**src/core/bhsc_defs.vh**
```
// Purpose: Constants for the buck high-performance and start-up configuration block
// Assumes: 20 MHz clk_i, byte-wide registers on a two-wire serial target
// Notes:   Offsets are register addresses as seen by the host
`ifndef BHSC_DEFS_VH
`define BHSC_DEFS_VH

`define BHSC_CLK_PERIOD_NS      50
`define BHSC_HPM_OFFSET         8'h43
`define BHSC_SUC_OFFSET         8'h4F
`define BHSC_HPM_RESET          8'hFD
`define BHSC_SUC_RESET          8'h1C
`define BHSC_READ_UNMAPPED      8'h00
`define BHSC_TARGET_ADDR        7'h5B

// High-performance setting fields
`define BHSC_HPM_EN_BIT         7
`define BHSC_HPM_MODE_BIT       6
`define BHSC_HPM_VSET_MSB       5
`define BHSC_HPM_VSET_LSB       0

// Start-up configuration fields
`define BHSC_SUC_RATE_MSB       7
`define BHSC_SUC_RATE_LSB       6
`define BHSC_SUC_STEP_MSB       5
`define BHSC_SUC_STEP_LSB       4
`define BHSC_SUC_PART_BIT       3
`define BHSC_SUC_DLY_MSB        2
`define BHSC_SUC_DLY_LSB        0

// Turn-on delay: one delay code step, and its length in clock cycles
`define BHSC_DELAY_STEP_NS      1000000
`define BHSC_DELAY_STEP_CYC     (`BHSC_DELAY_STEP_NS / `BHSC_CLK_PERIOD_NS)

`endif

```
**src/core/bhsc_start.v**
```verilog
// Purpose: Turn-on timing of the channel within the power-up sequence
// Assumes: Sequencer signals come from logic on clk_i
// Notes:   Delay counts whole step units from the step-done pulse
`timescale 1ns/1ns
module bhsc_start #(
    parameter DLY_STEP_CYC = 20000
) (
    input  wire       clk_i,
    input  wire       rstn_i,
    input  wire       seq_restart_i,
    input  wire       step_done_i,
    input  wire [1:0] seq_step_i,
    input  wire [1:0] power_up_step_i,
    input  wire       step_participate_i,
    input  wire [2:0] delay_code_i,
    output reg        soft_start_begin_o,
    output reg        channel_started_o
);

    reg        waiting_r;
    reg [2:0]  units_r;
    reg [31:0] unit_cnt_r;

    wire my_step = step_done_i && step_participate_i &&
                   (seq_step_i == power_up_step_i);

    always @(posedge clk_i)
    begin
        if (!rstn_i || seq_restart_i)
        begin
            waiting_r          <= 1'b0;
            units_r            <= 3'h0;
            unit_cnt_r         <= 32'h0;
            soft_start_begin_o <= 1'b0;
            channel_started_o  <= 1'b0;
        end
        else
        begin
            soft_start_begin_o <= 1'b0;
            if (my_step && !channel_started_o && !waiting_r)
            begin
                waiting_r  <= 1'b1;
                units_r    <= delay_code_i;
                unit_cnt_r <= 32'h0;
            end
            else if (waiting_r)
            begin
                if (units_r == 3'h0)
                begin
                    waiting_r          <= 1'b0;
                    soft_start_begin_o <= 1'b1;
                    channel_started_o  <= 1'b1;
                end
                else if (unit_cnt_r == DLY_STEP_CYC - 1)
                begin
                    unit_cnt_r <= 32'h0;
                    units_r    <= units_r - 3'h1;
                end
                else
                begin
                    unit_cnt_r <= unit_cnt_r + 32'h1;
                end
            end
        end
    end

endmodule

```
**src/core/bhsc_top.v**
```verilog
// Purpose: Buck channel high-performance and start-up configuration registers
// Assumes: Host uses a two-wire serial bus; SCL and SDA are asynchronous pins
// Notes:   One register pointer byte, then data; pointer auto-increments
`timescale 1ns/1ns
`include "bhsc_defs.vh"
module bhsc_top #(
    parameter DLY_STEP_CYC = `BHSC_DELAY_STEP_CYC
) (
    input  wire       clk_i,
    input  wire       rstn_i,
    input  wire       scl_i,
    input  wire       sda_i,
    output wire       sda_o,
    output reg        sda_oe_o,
    input  wire       hp_state_i,
    input  wire       seq_restart_i,
    input  wire       step_done_i,
    input  wire [1:0] seq_step_i,
    output wire       regulator_on_o,
    output reg        forced_fixed_switching_o,
    output reg        automatic_pulse_freq_o,
    output reg  [5:0] voltage_code_o,
    output reg  [1:0] ramp_rate_sel_o,
    output wire       soft_start_begin_o
);

    localparam ST_IDLE  = 4'h0;
    localparam ST_ADDR  = 4'h1;
    localparam ST_AACK  = 4'h2;
    localparam ST_REG   = 4'h3;
    localparam ST_RACK  = 4'h4;
    localparam ST_WDATA = 4'h5;
    localparam ST_WACK  = 4'h6;
    localparam ST_RDATA = 4'h7;
    localparam ST_HACK  = 4'h8;

    ////////////////////////////////////////////////////////////////////////////////
    // Pin synchronisers

    reg [1:0] scl_sync_r;
    reg [1:0] sda_sync_r;
    reg       scl_prev_r;
    reg       sda_prev_r;

    always @(posedge clk_i)
    begin
        if (!rstn_i)
        begin
            scl_sync_r <= 2'h3;
            sda_sync_r <= 2'h3;
            scl_prev_r <= 1'b1;
            sda_prev_r <= 1'b1;
        end
        else
        begin
            scl_sync_r <= {scl_sync_r[0], scl_i};
            sda_sync_r <= {sda_sync_r[0], sda_i};
            scl_prev_r <= scl_sync_r[1];
            sda_prev_r <= sda_sync_r[1];
        end
    end

    wire scl_s    = scl_sync_r[1];
    wire sda_s    = sda_sync_r[1];
    wire scl_rise = scl_s && !scl_prev_r;
    wire scl_fall = !scl_s && scl_prev_r;
    wire start_c  = scl_s && scl_prev_r && !sda_s && sda_prev_r;
    wire stop_c   = scl_s && scl_prev_r && sda_s && !sda_prev_r;

    ////////////////////////////////////////////////////////////////////////////////
    // Registers

    reg [7:0] hpm_r;
    reg [7:0] suc_r;

    function [7:0] rd_mux;
        input [7:0] ptr;
        input [7:0] hpm;
        input [7:0] suc;
        begin
            if (ptr == `BHSC_HPM_OFFSET)
                rd_mux = hpm;
            else if (ptr == `BHSC_SUC_OFFSET)
                rd_mux = suc;
            else
                rd_mux = `BHSC_READ_UNMAPPED;
        end
    endfunction

    ////////////////////////////////////////////////////////////////////////////////
    // Serial target

    reg [3:0] state_r;
    reg [3:0] bit_cnt_r;
    reg [7:0] shift_r;
    reg [7:0] tx_r;
    reg [7:0] ptr_r;
    reg       rnw_r;
    reg       nack_r;

    // Read data at the pointer and at the next one. Bit 7 goes out at the ACK-slot fall.
    wire [7:0] rd_cur  = rd_mux(ptr_r, hpm_r, suc_r);
    wire [7:0] rd_next = rd_mux(ptr_r + 8'h01, hpm_r, suc_r);

    // Open-drain: only ever pull low
    assign sda_o = 1'b0;

    always @(posedge clk_i)
    begin
        if (!rstn_i)
        begin
            state_r   <= ST_IDLE;
            bit_cnt_r <= 4'h0;
            shift_r   <= 8'h00;
            tx_r      <= 8'h00;
            ptr_r     <= 8'h00;
            rnw_r     <= 1'b0;
            nack_r    <= 1'b0;
            sda_oe_o  <= 1'b0;
            hpm_r     <= `BHSC_HPM_RESET;
            suc_r     <= `BHSC_SUC_RESET;
        end
        else if (start_c)
        begin
            state_r   <= ST_ADDR;
            bit_cnt_r <= 4'h0;
            sda_oe_o  <= 1'b0;
        end
        else if (stop_c)
        begin
            state_r  <= ST_IDLE;
            sda_oe_o <= 1'b0;
        end
        else if (scl_rise)
        begin
            if (state_r == ST_ADDR || state_r == ST_REG || state_r == ST_WDATA)
            begin
                shift_r   <= {shift_r[6:0], sda_s};
                bit_cnt_r <= bit_cnt_r + 4'h1;
            end
            else if (state_r == ST_RDATA)
                bit_cnt_r <= bit_cnt_r + 4'h1;
            else if (state_r == ST_HACK)
                nack_r <= sda_s;
        end
        else if (scl_fall)
        begin
            case (state_r)
                ST_ADDR:
                    if (bit_cnt_r == 4'h8)
                    begin
                        if (shift_r[7:1] == `BHSC_TARGET_ADDR)
                        begin
                            rnw_r    <= shift_r[0];
                            sda_oe_o <= 1'b1;
                            state_r  <= ST_AACK;
                        end
                        else
                            state_r <= ST_IDLE;
                    end
                ST_AACK:
                begin
                    bit_cnt_r <= 4'h0;
                    if (rnw_r)
                    begin
                        tx_r     <= {rd_cur[6:0], 1'b0};
                        sda_oe_o <= !rd_cur[7];
                        state_r  <= ST_RDATA;
                    end
                    else
                    begin
                        sda_oe_o <= 1'b0;
                        state_r  <= ST_REG;
                    end
                end
                ST_REG:
                    if (bit_cnt_r == 4'h8)
                    begin
                        ptr_r    <= shift_r;
                        sda_oe_o <= 1'b1;
                        state_r  <= ST_RACK;
                    end
                ST_RACK, ST_WACK:
                begin
                    if (state_r == ST_WACK)
                        ptr_r <= ptr_r + 8'h01;
                    sda_oe_o  <= 1'b0;
                    bit_cnt_r <= 4'h0;
                    state_r   <= ST_WDATA;
                end
                ST_WDATA:
                    if (bit_cnt_r == 4'h8)
                    begin
                        if (ptr_r == `BHSC_HPM_OFFSET)
                            hpm_r <= shift_r;
                        if (ptr_r == `BHSC_SUC_OFFSET)
                            suc_r <= shift_r;
                        sda_oe_o <= 1'b1;
                        state_r  <= ST_WACK;
                    end
                ST_RDATA:
                    if (bit_cnt_r == 4'h8)
                    begin
                        sda_oe_o <= 1'b0;
                        state_r  <= ST_HACK;
                    end
                    else
                    begin
                        sda_oe_o <= !tx_r[7];
                        tx_r     <= {tx_r[6:0], 1'b0};
                    end
                ST_HACK:
                    // A host NACK ends the read; wait for stop or repeated start
                    if (nack_r)
                        state_r <= ST_IDLE;
                    else
                    begin
                        ptr_r     <= ptr_r + 8'h01;
                        tx_r      <= {rd_next[6:0], 1'b0};
                        sda_oe_o  <= !rd_next[7];
                        bit_cnt_r <= 4'h0;
                        state_r   <= ST_RDATA;
                    end
                default:
                    state_r <= ST_IDLE;
            endcase
        end
    end

    ////////////////////////////////////////////////////////////////////////////////
    // Regulator controls

    wire channel_started;

    always @(posedge clk_i)
    begin
        if (!rstn_i)
        begin
            forced_fixed_switching_o <= 1'b1;
            automatic_pulse_freq_o   <= 1'b0;
            voltage_code_o           <= 6'h3D;
            ramp_rate_sel_o          <= 2'h0;
        end
        else
        begin
            forced_fixed_switching_o <= hpm_r[`BHSC_HPM_MODE_BIT];
            automatic_pulse_freq_o   <= !hpm_r[`BHSC_HPM_MODE_BIT];
            voltage_code_o           <= hpm_r[`BHSC_HPM_VSET_MSB:`BHSC_HPM_VSET_LSB];
            ramp_rate_sel_o          <= suc_r[`BHSC_SUC_RATE_MSB:`BHSC_SUC_RATE_LSB];
        end
    end

    // A channel left out of the sequence is switched on by its enable and the high-performance state alone
    assign regulator_on_o = hp_state_i && hpm_r[`BHSC_HPM_EN_BIT] &&
                            (channel_started || !suc_r[`BHSC_SUC_PART_BIT]);

    bhsc_start #(
        .DLY_STEP_CYC (DLY_STEP_CYC)
    ) u_start (
        .clk_i              (clk_i),
        .rstn_i             (rstn_i),
        .seq_restart_i      (seq_restart_i),
        .step_done_i        (step_done_i),
        .seq_step_i         (seq_step_i),
        .power_up_step_i    (suc_r[`BHSC_SUC_STEP_MSB:`BHSC_SUC_STEP_LSB]),
        .step_participate_i (suc_r[`BHSC_SUC_PART_BIT]),
        .delay_code_i       (suc_r[`BHSC_SUC_DLY_MSB:`BHSC_SUC_DLY_LSB]),
        .soft_start_begin_o (soft_start_begin_o),
        .channel_started_o  (channel_started)
    );

endmodule

```
**config.mk**
```make
export PLATFORM = sky130hd
export DESIGN_NAME = bhsc_top
export DESIGN_NICKNAME = d
export VERILOG_FILES = /design/src/core/bhsc_start.v /design/src/core/bhsc_top.v
export VERILOG_INCLUDE_DIRS = /design/src /design/src/core
export SDC_FILE = /design/constraint.sdc
export NUM_CORES = 1
export LEC_CHECK = 0
export ABC_CLOCK_PERIOD_IN_PS = 3100
export BUFFER_PORTS_ARGS = -buffer_cell sky130_fd_sc_hd__clkbuf_2
export CORE_MARGIN = 2
export CORE_UTILIZATION = 55
export CTS_CLUSTER_DIAMETER = 60
export DETAILED_ROUTE_END_ITERATION = 10
export PLACE_DENSITY = 0.72
export SYNTH_ARGS = -nofsm -noshare
export SYNTH_HDL_FRONTEND = slang
export SYNTH_SLANG_ARGS = --single-unit
```
**constraint.sdc**
```tcl
create_clock -name clk_i -period 3.1 [get_ports clk_i]
set_input_delay 0.155 -clock clk_i [delete_from_list [all_inputs] [get_ports clk_i]]
set_output_delay 0.155 -clock clk_i [all_outputs]
set_load 0.02 [all_outputs]
```
==> metrics.cfg <==
[run_status]
outcome = completed

[detailed_routing]
routed-via-count = 4643
drt_iter0_drc = 320
antenna_left = 0
wl_per_cell_um = 15.5
wl_mm = 12.2
route.detailed.drc = 0
dr.pass1.iters = 5
routed_via_density = 5.88

[final_layout]
diodes = 0
nNetsFinal = 670
syn2layout_area_growth_pct = 7.05
layout.cells.non_filler = 789
final_util_pct = 59.8
drive_above_1_share_pct = 7.32

[clock_tree]
cts_tree = built
cts.sinks = 104
cts_buffer_depth = 2
cts_made_buffers = 9
postCtsSetupBuffers = 0
clock_latency_ns = 0.38
clockRootBuffer = clkbuf_8
htree_levels = 3
clk_pin_slew_ns = 0.10
postCtsHoldBufs = 2
ctsResizeCount = 0

[worst_setup_path]
endpoint_kind = register
start_kind = register
worstSetupPathType = reg2reg
crit_family = compound AO/OA/AOI/OAI gates
r2r-end = sda_oe_o$_SDFFE_PP0P_
worst-path-buf-inv = 0
cp_slowest_cell = dfxtp_1
critical_path.max_stage_delay_ns = 0.49
worstReg2RegStart = ptr_r[1]$_SDFFE_PN0P_
rr_worst_depth = 6
ff2ff_setup_slack_ns = 0.52
crit_required_ns = 3.36
path_cells = ha_1, nand4_1, nor4b_1, o2111ai_1, o311ai_0, o31ai_1
crit_fanout = 13
crit_arrival_ns = 2.84

[global_route]
grt-ovfl-total = 0
grt_max_degree = 35
antenna_found_initial = 0
grt_usage_pct = 24.0
grt_pass1_wl_mm = 20.0
grt_pass1_vias = 4252

[synthesis]
synth_top_area_share_pct = 38.9
synth_nets = 661
synthDistinctLibCells = 65
yosysTopAreaCell = dfxtp_1
ys_ff_latch = 104
ys_top_cells_by_count = dfxtp_1, nor2_1, nand2_1
synthCells = 642
synth-main-ff-cell = dfxtp_1
synth_area_mm2 = 0.00536
synth_most_common_cell = dfxtp_1
async_flop_share_pct = 0
yosys_warnings = 0
syn_area_per_cell_um2 = 8.35
seq_area_frac_synth_pct = 38.9
synth_area_leaders = dfxtp_1, mux2i_1, xnor2_1
synth-edff-count = 0

[die]
start_util_pct = 55.9
die_w_um = 103
rows = 36
die_h_um = 103
num_io_pins = 23
fp.coreArea_mm2 = 0.00959
die_area_mm2 = 0.0105

[worst_hold_path]
hold_path.class = in2reg
whs_endpoint = u_start.waiting_r$_SDFF_PP0_
hold_start = seq_restart_i
whs_path_depth = 3

[sta]
finalSetupViolations = 0
finalCritPeriodShare_pct = 83.2
finalClockSkew_ns = 0.0111
worst_pin_slew_ns = 0.792
finalSetupTns_ns = 0
min_period_ns = 2.58
fmax_mhz = 388
hold_violations = 0
rsz0062_at_grt = no
slew_headroom_pct = 46.5
slew_violations = 0
worst_slack_ns = 0.522

[power]
leakagePower_nw = 2.13
power_mw = 2.23
peakVddDrop_mv = 0.184
power_density_mw_per_mm2 = 389

[place]
pre_cts_ws_ns = 0.577
placed_cells = 771
port_buffers = 21
dp_hpwl_mm = 8.63
globalplace.congestion = 0.980

[flow_run]
max_cap_viol_count = 0

[state kept, by name (all words and copies together), names as in the netlist, 2 cells and up]
register / cells
hpm_r: 8
state_r: 4
scl_sync_r: 2
ramp_rate_sel_o: 2
suc_r: 8
u_start.units_r: 3
u_start.unit_cnt_r: 32
shift_r: 8
tx_r: 7
sda_sync_r: 2
ptr_r: 8
bit_cnt_r: 4
voltage_code_o: 6
[cells in the final DEF, fill, tap and decap left out, types with 7 or more instances in the layout]
master    Yosys  layout
nand4_1      11      11
and2_1       17      17
clkbuf_8      0      10
nand2_1      58      58
o21ai_0      37      37
clkbuf_2      0      21
nand3_1      16      16
mux2i_1      28      28
nor4_1       15      15
a22oi_1       8       8
nand2b_1     17      17
xnor2_1      27      27
dfxtp_1     104     104
nor3_1       11      11
a21oi_1      31      31
nor2b_1      16      16
nor2_1       61      61
ha_1         10      10
and3_1       10      10
or3_1         9       9
nor4b_1       7       7
inv_1        26      26
[routing by layer]
metal / up-vias / wire length [um] / global-route usage [%] / share of wire [%]
met5: - / 0 / 0 / 0
met4: 0 / 221 / 11.0 / 1.8
met3: 21 / 576 / 4.07 / 4.7
met2: 144 / 5570 / 36.8 / 45
met1: 2188 / 5870 / 33.1 / 48
li1: 2290 / - / - / -
[per-stage QoR]
step	cell area [um2]	hold slack (ns)
after floorplan	5360	0.256
after global placement	5540	0.341
after detailed placement	5540	0.349
after CTS	5740	0.0503
after global routing	5740	0.0681
final	5740	0.0527
[power breakdown]
group | leakage (nW) | internal, mW | switching, mW
clock network | 0.0866 | 0.317 | 0.466
logic | 1.21 | 0.0350 | 0.0594
registers | 0.840 | 1.34 | 0.0118
total | 2.13 | 1.69 | 0.537
[layout make-up]
cell class | count | area (um2)
Fill cell | 867 | 3860
Clock buffer | 12 | 145
Tap cell | 133 | 166
Multi-Input combinational cell | 481 | 3050
Sequential cell | 104 | 2080
Clock inverter | 4 | 30.0
Inverter | 26 | 97.6
Timing Repair Buffer | 29 | 170
[worst max path at each step]
stage	start	to	slack (ns)	depth (start not counted)
after floorplan	u_start.units_r[0]$_SDFFE_PP0P_	u_start.unit_cnt_r[21]$_SDFFE_PP0P_	0.86	8
after global placement	ptr_r[1]$_SDFFE_PN0P_	sda_oe_o$_SDFFE_PP0P_	0.74	6
after detailed placement	ptr_r[1]$_SDFFE_PN0P_	sda_oe_o$_SDFFE_PP0P_	0.58	6
after CTS	ptr_r[1]$_SDFFE_PN0P_	sda_oe_o$_SDFFE_PP0P_	0.55	6
after global routing	ptr_r[1]$_SDFFE_PN0P_	sda_oe_o$_SDFFE_PP0P_	0.27	6
final	ptr_r[1]$_SDFFE_PN0P_	sda_oe_o$_SDFFE_PP0P_	0.52	6
[worst reg2reg max path, stage by stage, from the launching register on]
cell and delay [ns]:
dfxtp_1 0.49, ha_1 0.46, nand4_1 0.18, nor4b_1 0.31, o2111ai_1 0.42, o311ai_0 0.49
o31ai_1 0.12
[cells by family (layout without fill, tap and decap cells)]
logic type / count (synthesis) / in the layout / synth area share [%]
AO/OA/AOI/OAI: 131 / 131 / 15.5
flip-flops: 104 / 104 / 38.9
adder cells (fa/ha/maj): 10 / 10 / 2.33
AND/OR/NAND/NOR: 278 / 278 / 28.3
multiplexers: 29 / 29 / 5.44
buffers and inverters: 57 / 71 / 4.32
other: 1 / 1 / 0.0700
XOR/XNOR: 32 / 32 / 5.23
Note: power is estimated with default switching activity, not from simulation.
